$ cat config.mk
export PLATFORM = sky130hd
export DESIGN_NAME = aced_top
export DESIGN_NICKNAME = d
export VERILOG_FILES = /design/src/core/aced_pkg.sv /design/src/core/aced_top.sv
export VERILOG_INCLUDE_DIRS = /design/src /design/src/core
export SDC_FILE = /design/constraint.sdc
export NUM_CORES = 1
export LEC_CHECK = 0
export BUFFER_PORTS_ARGS = -buffer_cell sky130_fd_sc_hd__buf_2
export CAP_MARGIN = 20
export CORE_MARGIN = 1.5
export CORE_UTILIZATION = 35
export CTS_CLUSTER_SIZE = 25
export DETAILED_ROUTE_END_ITERATION = 7
export PLACE_DENSITY = 0.59
export SYNTH_ARGS = -nofsm -noshare
export SYNTH_HDL_FRONTEND = slang
export SYNTH_SLANG_ARGS = --single-unit
$ cat constraint.sdc
create_clock -name clock -period 2.5 [get_ports clock]
set_input_delay 0.375 -clock clock [delete_from_list [all_inputs] [get_ports clock]]
set_output_delay 0.375 -clock clock [all_outputs]
set_load 0.02 [all_outputs]
$ cat src/core/aced_defines.svh
// Register offsets, field positions, reset values and timing counts
`ifndef ACED_DEFINES_SVH
`define ACED_DEFINES_SVH

// ---------------------------------------------------------------------
// Register offsets
// ---------------------------------------------------------------------
`define ACED_OFS_IRQ_FLAG      8'h23
`define ACED_OFS_IGNORE_CTRL   8'h25

// ---------------------------------------------------------------------
// Field positions
// ---------------------------------------------------------------------
`define ACED_BIT_IRQ_STICKY    0
`define ACED_BIT_IGN_RATE      6
`define ACED_BIT_IGN_BITCLK    5
`define ACED_BIT_IGN_RATIO     4
`define ACED_BIT_IGN_HALT      3
`define ACED_BIT_IGN_MISSING   2
`define ACED_BIT_AUTOSET_DIS   1
`define ACED_BIT_IGN_PLL       0

// ---------------------------------------------------------------------
// Reset values
// ---------------------------------------------------------------------
`define ACED_RST_IRQ_FLAG      8'h00
`define ACED_RST_IGNORE_CTRL   8'h00

// ---------------------------------------------------------------------
// Detector limits and timing
// ---------------------------------------------------------------------
`define ACED_BCLK_MIN          10'h020
`define ACED_BCLK_MAX          10'h100
`define ACED_CLK_PERIOD_NS     100
`define ACED_HALT_NS           2000
`define ACED_MISSING_NS        5000
`define ACED_HALT_CYC \
    ((`ACED_HALT_NS + `ACED_CLK_PERIOD_NS - 1) / `ACED_CLK_PERIOD_NS)
`define ACED_MISSING_CYC \
    ((`ACED_MISSING_NS + `ACED_CLK_PERIOD_NS - 1) / `ACED_CLK_PERIOD_NS)

`endif

$ cat src/core/aced_pkg.sv
// Types shared by the clock error detector
package aced_pkg;

    // One flag per detector; also the layout of the fault mask
    typedef struct packed {
        logic rate;
        logic bitclk;
        logic ratio;
        logic halt;
        logic missing;
        logic pll_unlock;
    } aced_fault_s;

    // Divider selection handed to the clock tree
    typedef struct packed {
        logic [6:0] div;
        logic [2:0] rate_mode;
    } aced_divsel_s;

endpackage : aced_pkg

$ cat src/core/aced_top.sv
// Audio clock error detection, ignore control and sticky interrupt flag
// ---------------------------------------------------------------------
// Overview of operation
// - Bit 0 of the flag register is sticky and mirrors the irq pin.
// - Reading the flag register clears both flag and irq pin.
// - A fault mask chooses which faults may raise the interrupt.
// - Ignore-rate bit 6 keeps sample-rate errors out of clock error.
// - Bit clocks per frame must be stable within 32 to 256.
// - Ignore-bitclk bit 5 keeps bit-clock errors out of clock error.
// - Only listed master ratios within margin pass; bit 4 ignores.
// - Master clock halt is detected; ignore-halt bit 3 masks it.
// - Frame and bit clocks count missing only when held low.
// - Missing clocks power the converter down unless bit 2 is set.
// - Autoset-disable bit 1: zero automatic dividers, one manual.
// - Ignore-PLL bit 0 keeps PLL unlock out of clock error.
// - PLL lock status always shows the true lock state.
// - After reset all ignore bits and autoset-disable are zero.
// - Manual divider and rate-mode fields are unused during autoset.
// ---------------------------------------------------------------------
`timescale 1ns/10ps
`default_nettype none
`include "aced_defines.svh"

module aced_top #(
    parameter int RATE_MIN_CYC = 100,
    parameter int RATE_MAX_CYC = 320,
    parameter int RATIO_TOL    = 2
) (
    input  wire logic                  clock,
    input  wire logic                  rst,
    input  wire logic [7:0]            reg_addr,
    input  wire logic [7:0]            reg_wdata,
    input  wire logic                  reg_wr,
    input  wire logic                  reg_rd,
    output logic      [7:0]            reg_rdata_q,
    input  wire logic                  frame_clk,
    input  wire logic                  bit_clk,
    input  wire logic                  master_clk,
    input  wire logic                  pll_locked,
    input  wire aced_pkg::aced_fault_s fault_mask_reg,
    input  wire aced_pkg::aced_divsel_s manual_sel,
    input  wire aced_pkg::aced_divsel_s auto_sel,
    output aced_pkg::aced_divsel_s     div_sel_q,
    output logic                       clock_error_q,
    output logic                       dac_powerdown_q,
    output logic                       pin_irq_q,
    output logic                       pll_lock_flag_q
);

    // -----------------------------------------------------------------
    // Pin synchronisers
    // -----------------------------------------------------------------
    logic [2:0] pin_raw;
    logic [2:0] sync1_q;
    logic [2:0] sync2_q;
    logic [2:0] sync3_q;
    logic [2:0] pin_rise;

    assign pin_raw = {master_clk, bit_clk, frame_clk};

    genvar gi;
    generate
        for (gi = 0; gi < 3; gi++) begin : g_sync
            always_ff @(posedge clock) begin
                if (rst) begin
                    sync1_q[gi] <= 1'b0;
                    sync2_q[gi] <= 1'b0;
                    sync3_q[gi] <= 1'b0;
                end else begin
                    sync1_q[gi] <= pin_raw[gi];
                    sync2_q[gi] <= sync1_q[gi];
                    sync3_q[gi] <= sync2_q[gi];
                end
            end
            assign pin_rise[gi] = sync2_q[gi] & ~sync3_q[gi];
        end
    endgenerate

    logic fr_rise;
    logic bk_rise;
    logic mk_rise;
    assign fr_rise = pin_rise[0];
    assign bk_rise = pin_rise[1];
    assign mk_rise = pin_rise[2];

    // -----------------------------------------------------------------
    // Registers
    // -----------------------------------------------------------------
    logic [7:0] ign_q;
    logic [6:0] irq_resv_q;
    logic       rd_irq;
    logic       wr_ign;
    logic       wr_irq;

    assign rd_irq = reg_rd && (reg_addr == `ACED_OFS_IRQ_FLAG);
    assign wr_irq = reg_wr && (reg_addr == `ACED_OFS_IRQ_FLAG);
    assign wr_ign = reg_wr && (reg_addr == `ACED_OFS_IGNORE_CTRL);

    always_ff @(posedge clock) begin
        if (rst) begin
            ign_q <= `ACED_RST_IGNORE_CTRL;
        end else if (wr_ign) begin
            ign_q <= reg_wdata;
        end
    end

    // Reserved bits keep what was written; the flag bit is read-only
    always_ff @(posedge clock) begin
        if (rst) begin
            irq_resv_q <= 7'h00;
        end else if (wr_irq) begin
            irq_resv_q <= reg_wdata[7:1];
        end
    end

    always_ff @(posedge clock) begin
        if (rst) begin
            reg_rdata_q <= 8'h00;
        end else if (reg_rd) begin
            case (reg_addr)
                `ACED_OFS_IRQ_FLAG:    reg_rdata_q <= {irq_resv_q, pin_irq_q};
                `ACED_OFS_IGNORE_CTRL: reg_rdata_q <= ign_q;
                default:               reg_rdata_q <= 8'h00;
            endcase
        end
    end

    // -----------------------------------------------------------------
    // Per-frame measurements
    // -----------------------------------------------------------------
    logic [9:0]  bclk_cnt_q;
    logic [9:0]  bclk_prev_q;
    logic [9:0]  mclk_cnt_q;
    logic [15:0] per_cnt_q;
    logic        have_prev_q;
    logic        bitclk_bad_q;
    logic        rate_bad_q;
    logic        ratio_bad_q;
    logic        ratio_ok;

    // Counters saturate so a runaway clock reads as too fast, not wraps
    always_ff @(posedge clock) begin
        if (rst) begin
            bclk_cnt_q <= 10'h000;
            mclk_cnt_q <= 10'h000;
            per_cnt_q  <= 16'h0000;
        end else if (fr_rise) begin
            bclk_cnt_q <= {9'h000, bk_rise};
            mclk_cnt_q <= {9'h000, mk_rise};
            per_cnt_q  <= 16'h0001;
        end else begin
            if (bk_rise && bclk_cnt_q != 10'h3ff)
                bclk_cnt_q <= bclk_cnt_q + 10'h001;
            if (mk_rise && mclk_cnt_q != 10'h3ff)
                mclk_cnt_q <= mclk_cnt_q + 10'h001;
            if (per_cnt_q != 16'hffff)
                per_cnt_q <= per_cnt_q + 16'h0001;
        end
    end

    function automatic logic ratio_match(input logic [9:0] cnt);
        logic [9:0] r;
        logic       hit;
        hit = 1'b0;
        for (int k = 0; k < 4; k++) begin
            r = 10'(64 << k);
            if ((cnt >= r - 10'(RATIO_TOL)) && (cnt <= r + 10'(RATIO_TOL)))
                hit = 1'b1;
        end
        return hit;
    endfunction : ratio_match

    assign ratio_ok = ratio_match(mclk_cnt_q);

    always_ff @(posedge clock) begin
        if (rst) begin
            bclk_prev_q  <= 10'h000;
            have_prev_q  <= 1'b0;
            bitclk_bad_q <= 1'b0;
            rate_bad_q   <= 1'b0;
            ratio_bad_q  <= 1'b0;
        end else if (fr_rise) begin
            bclk_prev_q  <= bclk_cnt_q;
            have_prev_q  <= 1'b1;
            bitclk_bad_q <= have_prev_q &&
                            ((bclk_cnt_q < `ACED_BCLK_MIN) ||
                             (bclk_cnt_q > `ACED_BCLK_MAX) ||
                             (bclk_cnt_q != bclk_prev_q));
            rate_bad_q   <= have_prev_q &&
                            ((per_cnt_q < 16'(RATE_MIN_CYC)) ||
                             (per_cnt_q > 16'(RATE_MAX_CYC)));
            ratio_bad_q  <= have_prev_q && !ratio_ok;
        end
    end

    // -----------------------------------------------------------------
    // Halt and missing detectors
    // -----------------------------------------------------------------
    localparam logic [7:0] HALT_CYC = 8'(`ACED_HALT_CYC);
    localparam logic [7:0] MISS_CYC = 8'(`ACED_MISSING_CYC);

    logic [7:0] halt_cnt_q;
    logic [7:0] miss_cnt_q;
    logic       halt_q;
    logic       missing_q;

    always_ff @(posedge clock) begin
        if (rst) begin
            halt_cnt_q <= 8'h00;
            halt_q     <= 1'b0;
        end else if (mk_rise) begin
            halt_cnt_q <= 8'h00;
            halt_q     <= 1'b0;
        end else if (halt_cnt_q < HALT_CYC) begin
            halt_cnt_q <= halt_cnt_q + 8'h01;
        end else begin
            halt_q     <= 1'b1;
        end
    end

    // A clock parked high is static but not missing
    always_ff @(posedge clock) begin
        if (rst) begin
            miss_cnt_q <= 8'h00;
            missing_q  <= 1'b0;
        end else if (sync2_q[0] || sync2_q[1]) begin
            miss_cnt_q <= 8'h00;
            missing_q  <= 1'b0;
        end else if (miss_cnt_q < MISS_CYC) begin
            miss_cnt_q <= miss_cnt_q + 8'h01;
        end else begin
            missing_q  <= 1'b1;
        end
    end

    // -----------------------------------------------------------------
    // Clock error, power-down, PLL flag and divider selection
    // -----------------------------------------------------------------
    aced_pkg::aced_fault_s faults;
    aced_pkg::aced_fault_s honoured;

    assign faults = '{rate: rate_bad_q, bitclk: bitclk_bad_q,
                      ratio: ratio_bad_q, halt: halt_q,
                      missing: missing_q, pll_unlock: ~pll_locked};

    always_comb begin
        honoured            = faults;
        honoured.rate       = faults.rate &
                              ~ign_q[`ACED_BIT_IGN_RATE];
        honoured.bitclk     = faults.bitclk &
                              ~ign_q[`ACED_BIT_IGN_BITCLK];
        honoured.ratio      = faults.ratio &
                              ~ign_q[`ACED_BIT_IGN_RATIO];
        honoured.halt       = faults.halt &
                              ~ign_q[`ACED_BIT_IGN_HALT];
        honoured.missing    = faults.missing &
                              ~ign_q[`ACED_BIT_IGN_MISSING];
        honoured.pll_unlock = faults.pll_unlock &
                              ~ign_q[`ACED_BIT_IGN_PLL];
    end

    always_ff @(posedge clock) begin
        if (rst) begin
            clock_error_q   <= 1'b0;
            dac_powerdown_q <= 1'b0;
            pll_lock_flag_q <= 1'b0;
        end else begin
            clock_error_q   <= honoured.rate | honoured.bitclk |
                               honoured.ratio | honoured.halt |
                               honoured.pll_unlock;
            dac_powerdown_q <= honoured.missing;
            pll_lock_flag_q <= pll_locked;
        end
    end

    always_ff @(posedge clock) begin
        if (rst) begin
            div_sel_q <= '0;
        end else if (ign_q[`ACED_BIT_AUTOSET_DIS]) begin
            div_sel_q <= manual_sel;
        end else begin
            div_sel_q <= auto_sel;
        end
    end

    // -----------------------------------------------------------------
    // Sticky interrupt
    // -----------------------------------------------------------------
    logic irq_src;
    logic irq_src_q;
    logic irq_evt;

    assign irq_src = |(faults & fault_mask_reg);
    assign irq_evt = irq_src & ~irq_src_q;

    // A new event in the reading cycle wins over the clear
    always_ff @(posedge clock) begin
        if (rst) begin
            irq_src_q <= 1'b0;
            pin_irq_q <= 1'b0;
        end else begin
            irq_src_q <= irq_src;
            if (irq_evt)
                pin_irq_q <= 1'b1;
            else if (rd_irq)
                pin_irq_q <= 1'b0;
        end
    end
endmodule : aced_top
`default_nettype wire

==> summary.md <==
### Placement
* **standard cell area after detailed placement** 5540 sq um
* **number of I/O port buffers** 71
* **routability-driven placement congestion ratio** 0.819
* **placed wire-length estimate after detailed placement** 7940 um

### Clock tree
* **post-cts resize count** 0
* **count of hold-fix buffers inserted at cts** 0
* **total setup buffers inserted after CTS** 0
* **clock tree from TritonCTS** done
* **clk sinks** 115
* **clock latency of the later-clocked register in the worst-skew pair** 400 ps
* **clock slew at reported path FFs** 50 ps
* **root buffer cell** sky130_fd_sc_hd__clkbuf_16
* **H-tree depth reported by CTS** 4
* **cts bufs inserted** 17
* **Bufs on Longest Clock Path** 2

### Timing
* **top achievable clock speed** 0.551 GHz
* **unrepaired setup endpoints after global routing** no
* **hold violation total from the final report** 0
* **final max-slew violation count** 0
* **worst relative slew slack** 0.374
* **Setup Viol. Count Final** 0
* **crit share post-route** 0.726
* **sum of negative setup slack** 0 ps
* **clock skew after layout** 8.46 ps
* **slew of the pin with the lowest slew margin** 936 ps
* **Tmin final** 1810 ps

### Floorplan
* **total core area** 14000 sq um
* **io pins** 72
* **area of the die** 15200 sq um
* **floorplan die width** 123 um
* **Die Height** 123 um
* **standard-cell row count** 43
* **initial cell density of the core** 0.361

### Routing
* **number of optimization iterations in the first detailed-route pass** 4
* **number of nets still failing antenna checks after routing** 0
* **average wire per standard cell** 13.6 um
* **final WL** 11200 um
* **detailed-route via count** 4321
* **1st-iter DRT viols** 237
* **Post-route DRC** 0
* **number of vias per cell after detailed routing** 5.22

### Synth
* **synthesized instance count** 566
* **FF+latch count, synth** 115
* **leading area contributor after synthesis** sky130_fd_sc_hd__dfxtp_1
* **top-area cell type share of the netlist area** 0.454
* **number of library cell types mapped by synthesis** 66
* **main area contributors after synthesis** sky130_fd_sc_hd__dfxtp_1 45%, sky130_fd_sc_hd__mux2i_1 5.3%, sky130_fd_sc_hd__nor2_1 4.8%
* **ys flop type** sky130_fd_sc_hd__dfxtp_1
* **synthesized area divided by synthesized cell count** 8.97 sq um
* **sequential share of the synthesized area** 0.454
* **proportion of register bits with asynchronous set or reset after synthesis** 0
* **count of synthesis-stage warnings from yosys** 0
* **EDFF count, synth** 0
* **synthesized net count** 623
* **cell area after synthesis** 5080 sq um

### GRT
* **maximum number of pins on one net before global-route repair** 37
* **total global routing track utilization** 0.150
* **first-pass GRT wire length** 18400 um
* **number of antenna violations at the first check in global routing** 0
* **grt ovf** 0
* **vias in the first global route** 4104

### Worst setup path
* **type of origin of the critical path** flip-flop
* **type of the setup path with the least slack** flip-flop to flip-flop
* **Register-to-Register Path Depth** 5
* **maximum fanout count along the critical path** 8
* **arrival time worst endpoint** 2130 ps
* **endpoint class of the critical path** flip-flop
* **required time of the critical path** 2820 ps

### Pwr
* **Comb pwr share** 0.046
* **switching share of power** 0.217
* **ratio of total power to cell area** 709 nW/um^2
* **Seq pwr share** 0.438
* **Internal Pwr Total** 3.38 mW
* **Max rail drop VDD** 508 uV
* **net switching power of the design** 0.938 mW
* **leakage power** 2.48 nW
* **part of the power in the clock network** 0.516

### Run status
* **status** complete, no violations

### Hold path
* **WHS Path Cells** 2
* **Hold Path Class** primary input to flip-flop

### Finish
* **post-synthesis to final-layout area growth** 20.0%
* **Layout Cell Area excl Fill** 6090 sq um
* **number of inserted filler cells in the final layout** 1377
* **diode insertion count for antenna repair** 0
* **layout cell share with drive strength beyond 1** 0.187
* **final-stage net count** 691

### Run
* **count of max-cap constraint violations** 0

==> layer usage <==
metal,vias to the layer above,part of all wire,GRT usage
met5,-,0,0
met1,2043,0.47,0.184
met3,5,0.046,0.0392
met4,0,0.0060,0.0603
met2,97,0.48,0.252
li1,2176,-,-
==> synthesized netlist by cell type (all sizes together), types with 4 or more instances <==
master	n
clkbuf	18
a21oi	33
buf	11
nor3	13
inv	17
a31oi	8
ha	7
and3	8
mux2i	27
or4	5
nor4	4
xor2	15
o21ai	23
and4	4
and2	7
o31ai	8
nor2	65
dfxtp	115
nand2	43
or3	16
a221oi	8
nand3	20
nand4	15
o311ai	4
nor2b	25
==> state kept, by name, summed over array words and instances, names as in the netlist, 3 cells and up <==
register and cells:
irq_resv_q 7, reg_rdata_q 8, sync1_q 3, halt_cnt_q 8, sync2_q 3, bclk_prev_q 10, ign_q 8, sync3_q 3
miss_cnt_q 8, per_cnt_q 16, bclk_cnt_q 10, mclk_cnt_q 10, div_sel_q 10
==> area by class of cell <==
cell class	instances	area, sq um	area share
multi-input combinational	405	2540	0.416
sequential	115	2300	0.378
clock buffer	22	474	0.0778
timing repair buffer	78	408	0.0670
tap	180	225	0.0370
clock inverter	10	82.6	0.0136
inverter	17	63.8	0.0105
==> stage by stage <==
stage | setup slack (ps) | hold WS [ps] | utilization | std cells | power (mW)
finish | 686 | 189 | 0.434 | 827 | 4.32
global route | 489 | 194 | 0.434 | 827 | 4.49
CTS | 689 | 176 | 0.434 | 827 | 4.38
detailed placement | 645 | 417 | 0.394 | 795 | 2.13
global placement | 678 | 417 | 0.394 | 795 | 2.13
floorplan | 951 | 408 | - | 566 | 2.05
==> path summary, 6_finish.rpt <==
kind | startpoint | endpoint | slack (ps)
worst min register to register | miss_cnt_q[7]$_SDFFE_PP0N_ | miss_cnt_q[7]$_SDFFE_PP0N_ | 430
worst min-delay path | frame_clk | sync1_q[0]$_SDFF_PP0_ | 190
worst max-delay path | mclk_cnt_q[1]$_SDFFE_PP0P_ | mclk_cnt_q[4]$_SDFFE_PP0P_ | 690
worst max register to register | mclk_cnt_q[1]$_SDFFE_PP0P_ | mclk_cnt_q[4]$_SDFFE_PP0P_ | 690
==> power groups by stage <==
stage | Clock [mW] | Sequential, mW | Combinational, mW
6_report | 2.23 | 1.89 | 0.200
5_1_grt | 2.37 | 1.90 | 0.224
4_1_cts | 2.29 | 1.89 | 0.202
3_5_place_dp | 0 | 1.93 | 0.201
3_3_place_gp | 0 | 1.93 | 0.197
2_1_floorplan | 0 | 1.94 | 0.106
==> logic make-up after synthesis <==
family / synth area share
xor+xnor: 0.0276
mux: 0.0532
flops: 0.454
fa+ha+maj: 0.0173
simple gates: 0.249
buf+inv: 0.0468
compound gates: 0.152
==> critical path, stage by stage (launching register included) <==
cell and delay (ps):
sky130_fd_sc_hd__dfxtp_1 460, sky130_fd_sc_hd__ha_1 270, sky130_fd_sc_hd__nand3_1 210, sky130_fd_sc_hd__o311ai_2 470, sky130_fd_sc_hd__o21ai_0 170, sky130_fd_sc_hd__a21oi_1 150
==> placed cells by master (no fill, tap or decap), drive strengths merged, types with 5 or more instances in the layout <==
| cell | instances |
|---|---|
| and2 | 7 |
| ha | 7 |
| o21ai | 23 |
| mux2i | 27 |
| nand2 | 43 |
| xor2 | 15 |
| or3 | 16 |
| inv | 17 |
| nor2 | 65 |
| o31ai | 8 |
| clkbuf | 22 |
| nor2b | 25 |
| nor3 | 13 |
| a31oi | 8 |
| a221oi | 8 |
| or4 | 5 |
| buf | 78 |
| a21oi | 33 |
| dfxtp | 115 |
| nand3 | 20 |
| and3 | 8 |
| clkinv | 6 |
| nand4 | 15 |
No activity file was read; power rests on OpenSTA's default activity.
